===== src/hw/eeprom_pkg.sv =====
package eeprom_pkg;

    // ----------------------------------------------------------------
    // array geometry
    // ----------------------------------------------------------------
    typedef enum logic [1:0] {
        SIZE_2K  = 2'h0,
        SIZE_4K  = 2'h1,
        SIZE_8K  = 2'h2,
        SIZE_16K = 2'h3
    } size_e;

    localparam int         ADDR_W      = 11;
    localparam int         DATA_W      = 8;
    localparam int         ENTRY_W     = ADDR_W + DATA_W;
    localparam int         FIFO_DEPTH  = 16;
    localparam int         ARRAY_BYTES = 2048;
    localparam logic [7:0] ERASED      = 8'hff;

    // ----------------------------------------------------------------
    // protocol constants
    // ----------------------------------------------------------------
    localparam logic [3:0] DEV_TYPE = 4'ha;
    localparam logic [3:0] CNT_ACK  = 4'h8;
    localparam logic [3:0] CNT_END  = 4'h9;

    // ----------------------------------------------------------------
    // timing
    // ----------------------------------------------------------------
    localparam int CLK_PERIOD_NS    = 5;
    localparam int WRITE_CYCLE_MS   = 5;
    localparam int NS_PER_MS        = 1000000;
    localparam int WRITE_CYCLES_DEF = WRITE_CYCLE_MS * NS_PER_MS / CLK_PERIOD_NS;
    localparam int TIMER_W          = 24;

    // ----------------------------------------------------------------
    // per-size masks
    // ----------------------------------------------------------------
    function automatic logic [ADDR_W-1:0] addr_mask(input size_e sz);
        case (sz)
            SIZE_2K: addr_mask = 11'h0ff;
            SIZE_4K: addr_mask = 11'h1ff;
            SIZE_8K: addr_mask = 11'h3ff;
            default: addr_mask = 11'h7ff;
        endcase
    endfunction : addr_mask

    function automatic logic [ADDR_W-1:0] page_mask(input size_e sz);
        page_mask = (sz == SIZE_2K) ? 11'h007 : 11'h00f;
    endfunction : page_mask

    function automatic logic [2:0] sel_mask(input size_e sz);
        case (sz)
            SIZE_2K: sel_mask = 3'h7;
            SIZE_4K: sel_mask = 3'h6;
            SIZE_8K: sel_mask = 3'h4;
            default: sel_mask = 3'h0;
        endcase
    endfunction : sel_mask

    // ----------------------------------------------------------------
    // protocol states
    // ----------------------------------------------------------------
    typedef enum logic [5:0] {
        ST_IDLE  = 6'h01,
        ST_DEV   = 6'h02,
        ST_WADDR = 6'h04,
        ST_WDATA = 6'h08,
        ST_RDATA = 6'h10,
        ST_BUSY  = 6'h20
    } st_e;

endpackage : eeprom_pkg


===== src/hw/stream_if.sv =====
`timescale 1ns/1ps
`default_nettype none
interface stream_if #(parameter int WIDTH = 8);
    logic             valid;
    logic             ready;
    logic [WIDTH-1:0] data;
    modport src (output valid, output data, input ready);
    modport snk (input valid, input data, output ready);
endinterface : stream_if
`default_nettype wire

===== src/hw/eeprom_array.sv =====
`timescale 1ns/1ps
`default_nettype none
module eeprom_array (
    // clock and reset
    input  wire logic                          clk,
    input  wire logic                          reset,
    // write port
    input  wire logic                          we,
    input  wire logic [eeprom_pkg::ADDR_W-1:0] waddr,
    input  wire logic [eeprom_pkg::DATA_W-1:0] wdata,
    // read port
    input  wire logic [eeprom_pkg::ADDR_W-1:0] raddr,
    output logic      [eeprom_pkg::DATA_W-1:0] rdata
);
    import eeprom_pkg::*;

    typedef struct packed {
        logic [ARRAY_BYTES-1:0][DATA_W-1:0] mem;
    } array_s;

    array_s s_r;
    array_s s_nxt;

    assign rdata = s_r.mem[raddr];

    always_comb begin
        s_nxt = s_r;
        if (we) begin
            s_nxt.mem[waddr] = wdata;
        end
    end

    // reset stands in for the erased state of a fresh part
    always_ff @(posedge clk) begin
        if (reset) begin
            s_r.mem <= {ARRAY_BYTES{ERASED}};
        end else begin
            s_r <= s_nxt;
        end
    end
endmodule : eeprom_array
`default_nettype wire


===== src/hw/serial_eeprom_target.sv =====
// Notes on behaviour
// RQ1: every start must be followed by an eight-bit device word before any operation
// RQ2: top four device-word bits must be the fixed one-zero pattern
// RQ3: 2K size compares three select bits with the three select pins
// RQ4: 4K size compares top two select bits; third is a page bit
// RQ5: 8K size compares top select bit; next two are page bits
// RQ6: 16K size compares no select bits; one device per bus
// RQ7: eighth device-word bit one means read, zero means write
// RQ8: matching device word gets an ack low; mismatch returns to standby
// RQ9: byte write is word address then one data byte, each acked, then stop
// RQ10: stop after write starts self-timed cycle; inputs ignored until done
// RQ11: page writes hold up to 8 bytes (2K) or 16 bytes (others)
// RQ12: further data bytes after the first are each acked low
// RQ13: write increments only low page bits; address wraps within the page
// RQ14: polling device word is acked only after the write cycle ends
// RQ15: current, random and sequential reads start with read bit one
// RQ16: word counter holds last accessed address plus one, kept across operations
// RQ17: read address wraps from last byte of array to first
// RQ18: current read acks device word then shifts out byte at counter
// RQ19: master loads address for random read by dummy write then repeated start
// RQ20: master ack advances address and sends next byte; no ack ends read
// RQ21: words are eight bits, the receiver acks low on the ninth clock
// RQ22: data changes with clock low; high-clock fall is start, rise is stop
// RQ23: self-timed write cycle lasts no longer than 5 ms after the stop
// RQ24: 16K size uses three select-position bits as high page address bits
// RQ25: data line released unless acking or shifting out read data
`timescale 1ns/1ps
`default_nettype none
module serial_eeprom_target #(
    parameter eeprom_pkg::size_e SIZE         = eeprom_pkg::SIZE_2K,
    parameter int                WRITE_CYCLES = eeprom_pkg::WRITE_CYCLES_DEF
) (
    // clock and reset
    input  wire logic clk,
    input  wire logic reset,
    // two-wire bus
    input  wire logic scl_in,
    input  wire logic sda_in,
    output logic      sda_out,
    output logic      sda_oe,
    // hard-wired select pins
    input  wire logic select_pin_high,
    input  wire logic select_pin_mid,
    input  wire logic select_pin_low,
    // status
    output logic      write_busy
);
    import eeprom_pkg::*;

    // ----------------------------------------------------------------
    // state
    // ----------------------------------------------------------------
    typedef struct packed {
        logic [4:0]         sync0;
        logic [4:0]         sync1;
        logic               scl_d;
        logic               sda_d;
        st_e                st;
        logic [3:0]         cnt;
        logic [7:0]         sh;
        logic [2:0]         pg;
        logic               rw;
        logic [ADDR_W-1:0]  addr;
        logic               oe;
        logic               sda_low;
        logic               push_pend;
        logic [ENTRY_W-1:0] push_data;
        logic               flush;
        logic [TIMER_W-1:0] timer;
        logic               busy;
    } ctl_s;

    // bus sync stages start at the idle level, so release shows no false edge
    localparam ctl_s CTL_RST = '{st: ST_IDLE, sync0: 5'h18, sync1: 5'h18,
                                 scl_d: 1'b1, sda_d: 1'b1, default: '0};
    localparam logic [ADDR_W-1:0] AMASK = addr_mask(SIZE);
    localparam logic [ADDR_W-1:0] PMASK = page_mask(SIZE);
    localparam logic [2:0]        SMASK = sel_mask(SIZE);

    ctl_s              s_r;
    ctl_s              s_nxt;
    logic              scl;
    logic              sda;
    logic [2:0]        pins;
    logic              rise;
    logic              fall;
    logic              start_c;
    logic              stop_c;
    logic              dev_match;
    logic              rx_state;
    logic [DATA_W-1:0] rd_byte;
    logic              commit;
    logic [ADDR_W-1:0] rd_next;
    logic [ADDR_W-1:0] wr_next;

    stream_if #(.WIDTH(ENTRY_W)) fill_s ();
    stream_if #(.WIDTH(ENTRY_W)) drain_s ();

    // ----------------------------------------------------------------
    // storage and write queue
    // ----------------------------------------------------------------
    stream_fifo #(
        .WIDTH (ENTRY_W),
        .DEPTH (FIFO_DEPTH)
    ) u_fifo (
        .clk   (clk),
        .reset (reset),
        .in_s  (fill_s),
        .out_s (drain_s)
    );

    eeprom_array u_array (
        .clk   (clk),
        .reset (reset),
        .we    (commit),
        .waddr (drain_s.data[ENTRY_W-1:DATA_W]),
        .wdata (drain_s.data[DATA_W-1:0]),
        .raddr (s_r.addr),
        .rdata (rd_byte)
    );

    // queue commits only inside the write cycle, so an open page really fills
    assign commit         = s_r.busy & drain_s.valid; // RQ10
    assign fill_s.valid   = s_r.push_pend;
    assign fill_s.data    = s_r.push_data;
    // when full the oldest entry shares the new byte's page slot, so drop it
    assign drain_s.ready  = s_r.busy | s_r.flush | (s_r.push_pend & ~fill_s.ready); // RQ13

    // ----------------------------------------------------------------
    // bus conditions, seen only through the second sync stage
    // ----------------------------------------------------------------
    assign scl     = s_r.sync1[4];
    assign sda     = s_r.sync1[3];
    assign pins    = s_r.sync1[2:0];
    assign rise    = scl & ~s_r.scl_d;
    assign fall    = ~scl & s_r.scl_d;
    assign start_c = scl & s_r.scl_d & s_r.sda_d & ~sda; // RQ22
    assign stop_c  = scl & s_r.scl_d & ~s_r.sda_d & sda; // RQ22

    // unused select positions are masked out per size
    assign dev_match = (s_r.sh[7:4] == DEV_TYPE) // RQ2
                     && (((s_r.sh[3:1] ^ pins) & SMASK) == 3'h0); // RQ3 RQ4 RQ5 RQ6
    assign rx_state  = (s_r.st == ST_DEV) || (s_r.st == ST_WADDR) || (s_r.st == ST_WDATA);
    assign rd_next   = (s_r.addr + 11'h001) & AMASK; // RQ17
    assign wr_next   = (s_r.addr & ~PMASK) | ((s_r.addr + 11'h001) & PMASK); // RQ13

    // ----------------------------------------------------------------
    // protocol engine
    // ----------------------------------------------------------------
    always_comb begin
        s_nxt       = s_r;
        s_nxt.sync0 = {scl_in, sda_in, select_pin_high, select_pin_mid, select_pin_low};
        s_nxt.sync1 = s_r.sync0;
        s_nxt.scl_d = scl;
        s_nxt.sda_d = sda;
        if (s_r.push_pend && fill_s.ready) begin
            s_nxt.push_pend = 1'b0;
        end
        if (s_r.flush && !drain_s.valid) begin
            s_nxt.flush = 1'b0;
        end
        case (s_r.st)
            ST_BUSY: begin
                // bus ignored entirely, so polling words go unanswered
                s_nxt.oe = 1'b0; // RQ10 RQ14
                if (s_r.timer != '0) begin
                    s_nxt.timer = s_r.timer - 1'b1; // RQ23
                end else if (!drain_s.valid) begin
                    s_nxt.st   = ST_IDLE;
                    s_nxt.busy = 1'b0;
                end
            end
            default: begin
                if (start_c) begin
                    s_nxt.st  = ST_DEV; // RQ1
                    s_nxt.cnt = 4'h0;
                    s_nxt.oe  = 1'b0;
                    // a repeated start abandons bytes not closed by a stop
                    if (drain_s.valid) begin
                        s_nxt.flush = 1'b1;
                    end
                end else if (stop_c) begin
                    s_nxt.oe  = 1'b0;
                    s_nxt.cnt = 4'h0;
                    if (drain_s.valid && !s_r.flush) begin
                        s_nxt.st    = ST_BUSY; // RQ10
                        s_nxt.busy  = 1'b1;
                        s_nxt.timer = TIMER_W'(WRITE_CYCLES - 1); // RQ23
                    end else begin
                        s_nxt.st = ST_IDLE;
                    end
                end else begin
                    case (s_r.st)
                        ST_DEV, ST_WADDR, ST_WDATA: begin
                            if (rise && s_r.cnt < CNT_ACK) begin
                                s_nxt.sh  = {s_r.sh[6:0], sda}; // RQ21
                                s_nxt.cnt = s_r.cnt + 4'h1;
                            end else if (rise && s_r.cnt == CNT_ACK) begin
                                s_nxt.cnt = CNT_END;
                            end else if (fall && s_r.cnt == CNT_ACK) begin
                                if (s_r.st == ST_DEV) begin
                                    if (dev_match) begin
                                        s_nxt.oe = 1'b1; // RQ8 RQ21
                                        s_nxt.rw = s_r.sh[0]; // RQ7
                                        s_nxt.pg = s_r.sh[3:1]; // RQ24
                                    end else begin
                                        s_nxt.st = ST_IDLE; // RQ8
                                    end
                                end else if (s_r.st == ST_WADDR) begin
                                    s_nxt.oe   = 1'b1; // RQ9
                                    s_nxt.addr = {s_r.pg, s_r.sh} & AMASK; // RQ4 RQ5 RQ24
                                end else begin
                                    s_nxt.oe        = 1'b1; // RQ9 RQ12
                                    s_nxt.push_pend = 1'b1; // RQ11
                                    s_nxt.push_data = {s_r.addr, s_r.sh};
                                    s_nxt.addr      = wr_next; // RQ13 RQ16
                                end
                            end else if (fall && s_r.cnt == CNT_END) begin
                                s_nxt.oe  = 1'b0; // RQ25
                                s_nxt.cnt = 4'h0;
                                if (s_r.st == ST_DEV && s_r.rw) begin
                                    s_nxt.st = ST_RDATA; // RQ15 RQ18
                                    s_nxt.sh = rd_byte;
                                    s_nxt.oe = ~rd_byte[7];
                                end else if (s_r.st == ST_DEV) begin
                                    s_nxt.st = ST_WADDR; // RQ9
                                end else begin
                                    s_nxt.st = ST_WDATA; // RQ12
                                end
                            end
                        end
                        ST_RDATA: begin
                            if (rise && s_r.cnt < CNT_ACK) begin
                                s_nxt.cnt = s_r.cnt + 4'h1;
                                if (s_r.cnt == CNT_ACK - 4'h1) begin
                                    s_nxt.addr = rd_next; // RQ16 RQ17
                                end
                            end else if (rise && s_r.cnt == CNT_ACK) begin
                                if (!sda) begin
                                    s_nxt.cnt = CNT_END; // RQ20
                                end else begin
                                    s_nxt.st = ST_IDLE; // RQ18 RQ20
                                end
                            end else if (fall && s_r.cnt != 4'h0 && s_r.cnt < CNT_ACK) begin
                                s_nxt.sh = {s_r.sh[6:0], 1'b0};
                                s_nxt.oe = ~s_r.sh[6];
                            end else if (fall && s_r.cnt == CNT_ACK) begin
                                s_nxt.oe = 1'b0; // RQ25
                            end else if (fall && s_r.cnt == CNT_END) begin
                                s_nxt.sh  = rd_byte; // RQ20
                                s_nxt.oe  = ~rd_byte[7];
                                s_nxt.cnt = 4'h0;
                            end
                        end
                        default: begin
                            s_nxt.oe = 1'b0; // RQ25
                        end
                    endcase
                end
            end
        endcase
    end

    always_ff @(posedge clk) begin
        if (reset) begin
            s_r <= CTL_RST;
        end else begin
            s_r <= s_nxt;
        end
    end

    // ----------------------------------------------------------------
    // outputs
    // ----------------------------------------------------------------
    assign sda_out    = s_r.sda_low;
    assign sda_oe     = s_r.oe;
    assign write_busy = s_r.busy;

    // ----------------------------------------------------------------
    // checks
    // ----------------------------------------------------------------
    AST_START_TO_DEV: assert property (@(posedge clk) disable iff (reset) // RQ1
        (start_c && s_r.st != ST_BUSY) |=> (s_r.st == ST_DEV && s_r.cnt == 4'h0))
        else $error("start did not open a device word");

    AST_MATCH_ACK: assert property (@(posedge clk) disable iff (reset) // RQ8
        (s_r.st == ST_DEV && fall && s_r.cnt == 4'h8 && dev_match && !start_c && !stop_c)
        |=> s_r.oe ##1 (s_r.oe || $past(fall)))
        else $error("matching device word not acknowledged");

    AST_MISMATCH_IDLE: assert property (@(posedge clk) disable iff (reset) // RQ8
        (s_r.st == ST_DEV && fall && s_r.cnt == 4'h8 && !dev_match && !start_c && !stop_c)
        |=> (!s_r.oe && s_r.st == ST_IDLE))
        else $error("mismatched device word was not dropped");

    AST_BUSY_SILENT: assert property (@(posedge clk) disable iff (reset) // RQ10
        $past(s_r.st) == ST_BUSY |-> !s_r.oe)
        else $error("data line driven during write cycle");

    AST_STOP_BUSY: assert property (@(posedge clk) disable iff (reset) // RQ10
        (s_r.st == ST_WDATA && stop_c && drain_s.valid && !s_r.flush)
        |=> (s_r.busy && s_r.timer == TIMER_W'(WRITE_CYCLES - 1)))
        else $error("stop after data did not start the write cycle");

    AST_PAGE_WRAP: assert property (@(posedge clk) disable iff (reset) // RQ13
        (s_r.st == ST_WDATA && fall && s_r.cnt == 4'h8 && !start_c && !stop_c)
        |=> ((s_r.addr & ~PMASK) == ($past(s_r.addr) & ~PMASK))
            && ((s_r.addr & PMASK) == (($past(s_r.addr) + 11'h001) & PMASK)))
        else $error("write address left its page");

    AST_READ_WRAP: assert property (@(posedge clk) disable iff (reset) // RQ17
        (s_r.st == ST_RDATA && rise && s_r.cnt == 4'h7 && !start_c && !stop_c)
        |=> s_r.addr == (($past(s_r.addr) + 11'h001) & AMASK))
        else $error("read address did not advance over the array");

    AST_IDLE_RELEASED: assert property (@(posedge clk) disable iff (reset) // RQ25
        (s_r.st == ST_IDLE && $past(s_r.st) == ST_IDLE) |-> !s_r.oe)
        else $error("data line held in standby");

    AST_ACK_NINTH: assert property (@(posedge clk) disable iff (reset) // RQ21
        ($rose(s_r.oe) && $past(rx_state)) |-> $past(s_r.cnt) == 4'h8)
        else $error("acknowledge outside the ninth clock");

    AST_RW_SELECT: assert property (@(posedge clk) disable iff (reset) // RQ7
        (s_r.st == ST_DEV && fall && s_r.cnt == 4'h9 && !start_c && !stop_c)
        |=> s_r.st == ($past(s_r.rw) ? ST_RDATA : ST_WADDR))
        else $error("operation bit chose the wrong path");

    AST_WRITE_END: assert property (@(posedge clk) disable iff (reset) // RQ23
        (s_r.st == ST_BUSY && s_r.timer == '0 && !drain_s.valid)
        |=> (s_r.st == ST_IDLE && !s_r.busy))
        else $error("write cycle overran its time");

    AST_WADDR_LOAD: assert property (@(posedge clk) disable iff (reset) // RQ9
        (s_r.st == ST_WADDR && fall && s_r.cnt == 4'h8 && !start_c && !stop_c)
        |=> (s_r.addr[7:0] == $past(s_r.sh)) && ((s_r.addr & ~AMASK) == 11'h000))
        else $error("word address not loaded into the counter");

    AST_NACK_STANDBY: assert property (@(posedge clk) disable iff (reset) // RQ20
        (s_r.st == ST_RDATA && rise && s_r.cnt == 4'h8 && sda && !start_c && !stop_c)
        |=> (s_r.st == ST_IDLE && !s_r.oe))
        else $error("read went on after a missing acknowledge");

endmodule : serial_eeprom_target
`default_nettype wire


===== src/hw/stream_fifo.sv =====
`timescale 1ns/1ps
`default_nettype none
module stream_fifo #(
    parameter int WIDTH = 19,
    parameter int DEPTH = 16
) (
    // clock and reset
    input wire logic clk,
    input wire logic reset,
    // fill and drain sides
    stream_if.snk    in_s,
    stream_if.src    out_s
);
    localparam int PTR_W = $clog2(DEPTH);

    typedef struct packed {
        logic [DEPTH-1:0][WIDTH-1:0] mem;
        logic [PTR_W-1:0]            wp;
        logic [PTR_W-1:0]            rp;
        logic [PTR_W:0]              cnt;
    } fifo_s;

    fifo_s s_r;
    fifo_s s_nxt;
    logic  push;
    logic  pop;

    // ready does not look at pop, so no path runs from drain to fill side
    assign in_s.ready = (s_r.cnt != (PTR_W+1)'(DEPTH));
    assign out_s.valid = (s_r.cnt != '0);
    assign out_s.data  = s_r.mem[s_r.rp];
    assign push = in_s.valid & in_s.ready;
    assign pop  = out_s.valid & out_s.ready;

    always_comb begin
        s_nxt = s_r;
        if (push) begin
            s_nxt.mem[s_r.wp] = in_s.data;
            s_nxt.wp          = s_r.wp + 1'b1;
        end
        if (pop) begin
            s_nxt.rp = s_r.rp + 1'b1;
        end
        s_nxt.cnt = s_r.cnt + (PTR_W+1)'(push) - (PTR_W+1)'(pop);
    end

    always_ff @(posedge clk) begin
        if (reset) begin
            s_r <= '0;
        end else begin
            s_r <= s_nxt;
        end
    end
endmodule : stream_fifo
`default_nettype wire


===== config.mk =====
export PLATFORM = sky130hd
export DESIGN_NAME = serial_eeprom_target
export DESIGN_NICKNAME = d
export VERILOG_FILES = /design/src/hw/eeprom_pkg.sv /design/src/hw/stream_if.sv /design/src/hw/eeprom_array.sv /design/src/hw/serial_eeprom_target.sv /design/src/hw/stream_fifo.sv
export SDC_FILE = /design/constraint.sdc
export NUM_CORES = 2
export LEC_CHECK = 0
export ABC_CLOCK_PERIOD_IN_PS = 5810
export BUFFER_PORTS_ARGS = -buffer_cell sky130_fd_sc_hd__buf_2
export CAP_MARGIN = 10
export CORE_MARGIN = 8
export CORE_UTILIZATION = 40
export CTS_BUF_LIST = sky130_fd_sc_hd__clkbuf_4
export CTS_CLUSTER_SIZE = 40
export DETAILED_ROUTE_END_ITERATION = 10
export SLEW_MARGIN = 20
export SYNTH_ARGS = -nofsm -noshare
export SYNTH_HDL_FRONTEND = slang
export SYNTH_SLANG_ARGS = --single-unit

===== constraint.sdc =====
create_clock -name clk -period 5.81 [get_ports clk]
set_input_delay 1.162 -clock clk [delete_from_list [all_inputs] [get_ports clk]]
set_output_delay 1.162 -clock clk [all_outputs]
set_load 0.01 [all_outputs]

==> results by group <==
STA
  – Final Max Tran Viols: 0
  – Setup-failing EPs final: 0
  – Fin worst setup slack: 1.13 ns
  – Final period util: 80.5%
  – Tmin final: 4.68 ns
  – Fmax achieved: 214 MHz
  – RSZ-0062 raised after global routing: false
  – Least-Margin Pin Slew: 1.22 ns
  – Fin Setup TNS: 0 ns
  – Slew HR: 17.9%
  – Hold Vio Cnt, Final: 0
  – Layout Skew: 0.108 ns

GRT
  – First-pass GRT wire length: 490000 um
  – Tot GR Track Use: 23.5%
  – Grt ovf: 0
  – Largest net degree at the start of global routing: 218
  – Vias in the first global route: 79500
  – Initial antenna violation count: 17

Power
  – Total power: 0.0318 W
  – Peak VDD IR: 0.000216 V
  – Leak pwr: 34.7 nW
  – Power per cell area: 289 nW/um^2

Clocking
  – CTS Sinks: 2400
  – Reg clk slew, reported paths: 0.06 ns
  – Longest Clk Path Bufs: 4
  – Clock root buffer: clkbuf_4
  – CTS Buf Count: 637
  – H-tree depth: 6
  – # Post-CTS Setup Buffers: 0
  – Cts hold-fix bufs: 5
  – Clock latency at the later pin of the worst-skew pair: 1.44 ns
  – Post_cts resized: 0
  – TritonCTS clock tree: yes

Critical path
  – Worst Setup Start Kind: flip-flop
  – Worst-path fanout max: 26
  – Critical Path AT: 5.99 ns
  – Req. time, crit path: 7.12 ns
  – Setup CP Type: reg -> reg
  – CP endpoint kind: flip-flop
  – FF-to-FF path depth: 9

Logic synthesis
  – Leading post-synthesis cells by cell area: dfxtp_1, mux4_2, a21oi_1, nor3_1, clkbuf_1
  – Synthesized area per cell: 9.59 um^2
  – Syn Nets: 10400
  – Sequential area share after synthesis: 48.1%
  – Unique masters post-synth: 78
  – Most frequent cell after synthesis: dfxtp_1
  – Mapped Area: 99900 um^2
  – Total of warnings raised by yosys: 0
  – Synth Flop Type: dfxtp_1
  – Async SR Flop Fraction: 0%
  – Post-synth top cells: dfxtp_1, a21oi_1, nor3_1
  – Synthesized netlist cell count: 10400
  – Number of flops mapped to enable cells by yosys: 0
  – Seq cells post-synth: 2400
  – Post-synth top area cell: dfxtp_1
  – Top cell type's share of synthesized area: 48.1%

Run status
  – Status: finished clean

Place
  – Pre-CTS WS: 1.26 ns
  – Dpl hpwl: 203000 um
  – I/O Buffers: 8
  – Routability cong.: 0.882
  – Cell Area, Placed: 103000 um^2

Layout
  – Final net count: 10300
  – Share of cells above drive strength 1: 20.1%
  – Area grow syn2layout: 10.3%
  – Post-route design area: 110000 um^2

Route
  – Final wirelength: 327000 um
  – DR iter-0 viols: 7784
  – Vias: 83600
  – Wire length per cell: 23.4 um
  – Routed via count divided by cell count: 5.98
  – Residual DRC count: 0
  – DR pass1 iterations: 6
  – ANT nets after route: 0

Floorplan
  – Initial Util: 40.2%
  – Placeable Area: 248000 um^2
  – Chip width: 516 um
  – Die area: 266000 um^2
  – Die height: 516 um
  – Cell Rows: 183
  – # IOs: 10

Worst hold path
  – Hold Crit Depth: 2
  – Min-delay worst type: in -> reg

Flow run
  – Max Cap Violations: 0
-- cells in the final DEF, fill, tap and decap left out, types with 12 or more instances in the layout --
cell type and count:
a21oi_1 2394, dfxtp_1 2391, nor3_1 2074, clkbuf_4 918
nand2_1 588, mux4_2 544, buf_4 252, mux2i_1 156
a22oi_1 153, nor3_2 149, nor2_1 111, nor3_4 87
clkinv_1 81, nand3_1 71, buf_12 53, o21ai_0 46
o22ai_1 34, nand4_1 32, nor2b_1 29, a221oi_1 24
inv_1 20, or3_1 19, a31oi_1 19, inv_2 18
nor2_2 17, a211oi_1 16, ha_1 16, xor2_1 15
nor4_1 15, a22o_1 14, and3_1 13, or2_2 13
diode_2 12
-- per-stage QoR --
| step | hold WS, ns | cells | util, % |
|---|---|---|---|
| final | 0.211 | 14000 | 44.3 |
| after global routing | 0.172 | 14000 | 44.3 |
| after floorplan | 0.389 | 10400 | - |
| after detailed placement | 0.394 | 12900 | 41.3 |
| after global placement | 0.392 | 12900 | 41.3 |
| after CTS | 0.0936 | 14000 | 44.3 |
-- routing by layer --
metal | track usage, % | part of all wire [%] | up-vias
met5 | 0 | 0.020 | -
met4 | 12.3 | 5.2 | 10
met3 | 4.84 | 8.5 | 810
met2 | 36.9 | 45 | 3772
met1 | 30.7 | 41 | 40600
li1 | - | - | 38400
-- flip-flops by register name (all words and copies together), names as in the netlist --
name / count
u_fifo.s_r: 269
fill_s.data: 16
s_r: 54
sda_oe: 1
u_array.s_r: 2048
write_busy: 1
fill_s.valid: 1
pins: 3
s_nxt: 7
-- logic make-up (layout without fill, tap and decap cells) --
| logic type | count (synthesis) | after routing | synth area share [%] |
|---|---|---|---|
| compound gates | 2783 | 2783 | 14.9 |
| xor+xnor | 24 | 24 | 0.211 |
| fa+ha+maj | 17 | 17 | 0.221 |
| buf+inv | 1146 | 1369 | 4.76 |
| flops | 2400 | 2400 | 48.1 |
| mux | 711 | 711 | 14.0 |
| other cells | 1 | 13 | 0.00376 |
| simple gates | 3328 | 3328 | 17.9 |
-- where the power goes --
group / switching [W] / total, W / internal [W]
Sequential: 0.0000330 / 0.0165 / 0.0165
Clock: 0.00688 / 0.0142 / 0.00734
Combinational: 0.000835 / 0.00106 / 0.000226
Total: 0.00775 / 0.0318 / 0.0240
-- layout make-up --
class | instances | area (um^2)
Sequential cell | 2400 | 48100
Fill cell | 23600 | 138000
Clock buffer | 918 | 6890
Clock inverter | 110 | 537
Inverter | 23 | 86.3
Tap cell | 3330 | 4170
Multi-Input combinational cell | 6864 | 47300
Antenna cell | 12 | 30.0
Timing Repair Buffer | 318 | 3050
-- worst max-delay path: stages (launching register included) --
cell	delay (ns)
dfxtp_2	0.65
buf_4	0.36
buf_4	0.38
mux4_2	0.37
mux4_2	0.57
or2_4	0.57
buf_4	0.45
nor3_2	0.86
nor3_1	0.09
a21oi_1	0.16
-- worst paths after layout --
| kind | startpoint | endpoint | slack (ns) |
|---|---|---|---|
| min reg2reg | s_nxt[86] | s_nxt[81] | 0.41 |
| max reg2reg | u_fifo.s_r[6] | u_array.s_r[1318] | 1.13 |
| min | reset | pins[0] | 0.21 |
| max | u_fifo.s_r[6] | u_array.s_r[1318] | 1.13 |
Note: power is estimated with default switching activity, not from simulation.
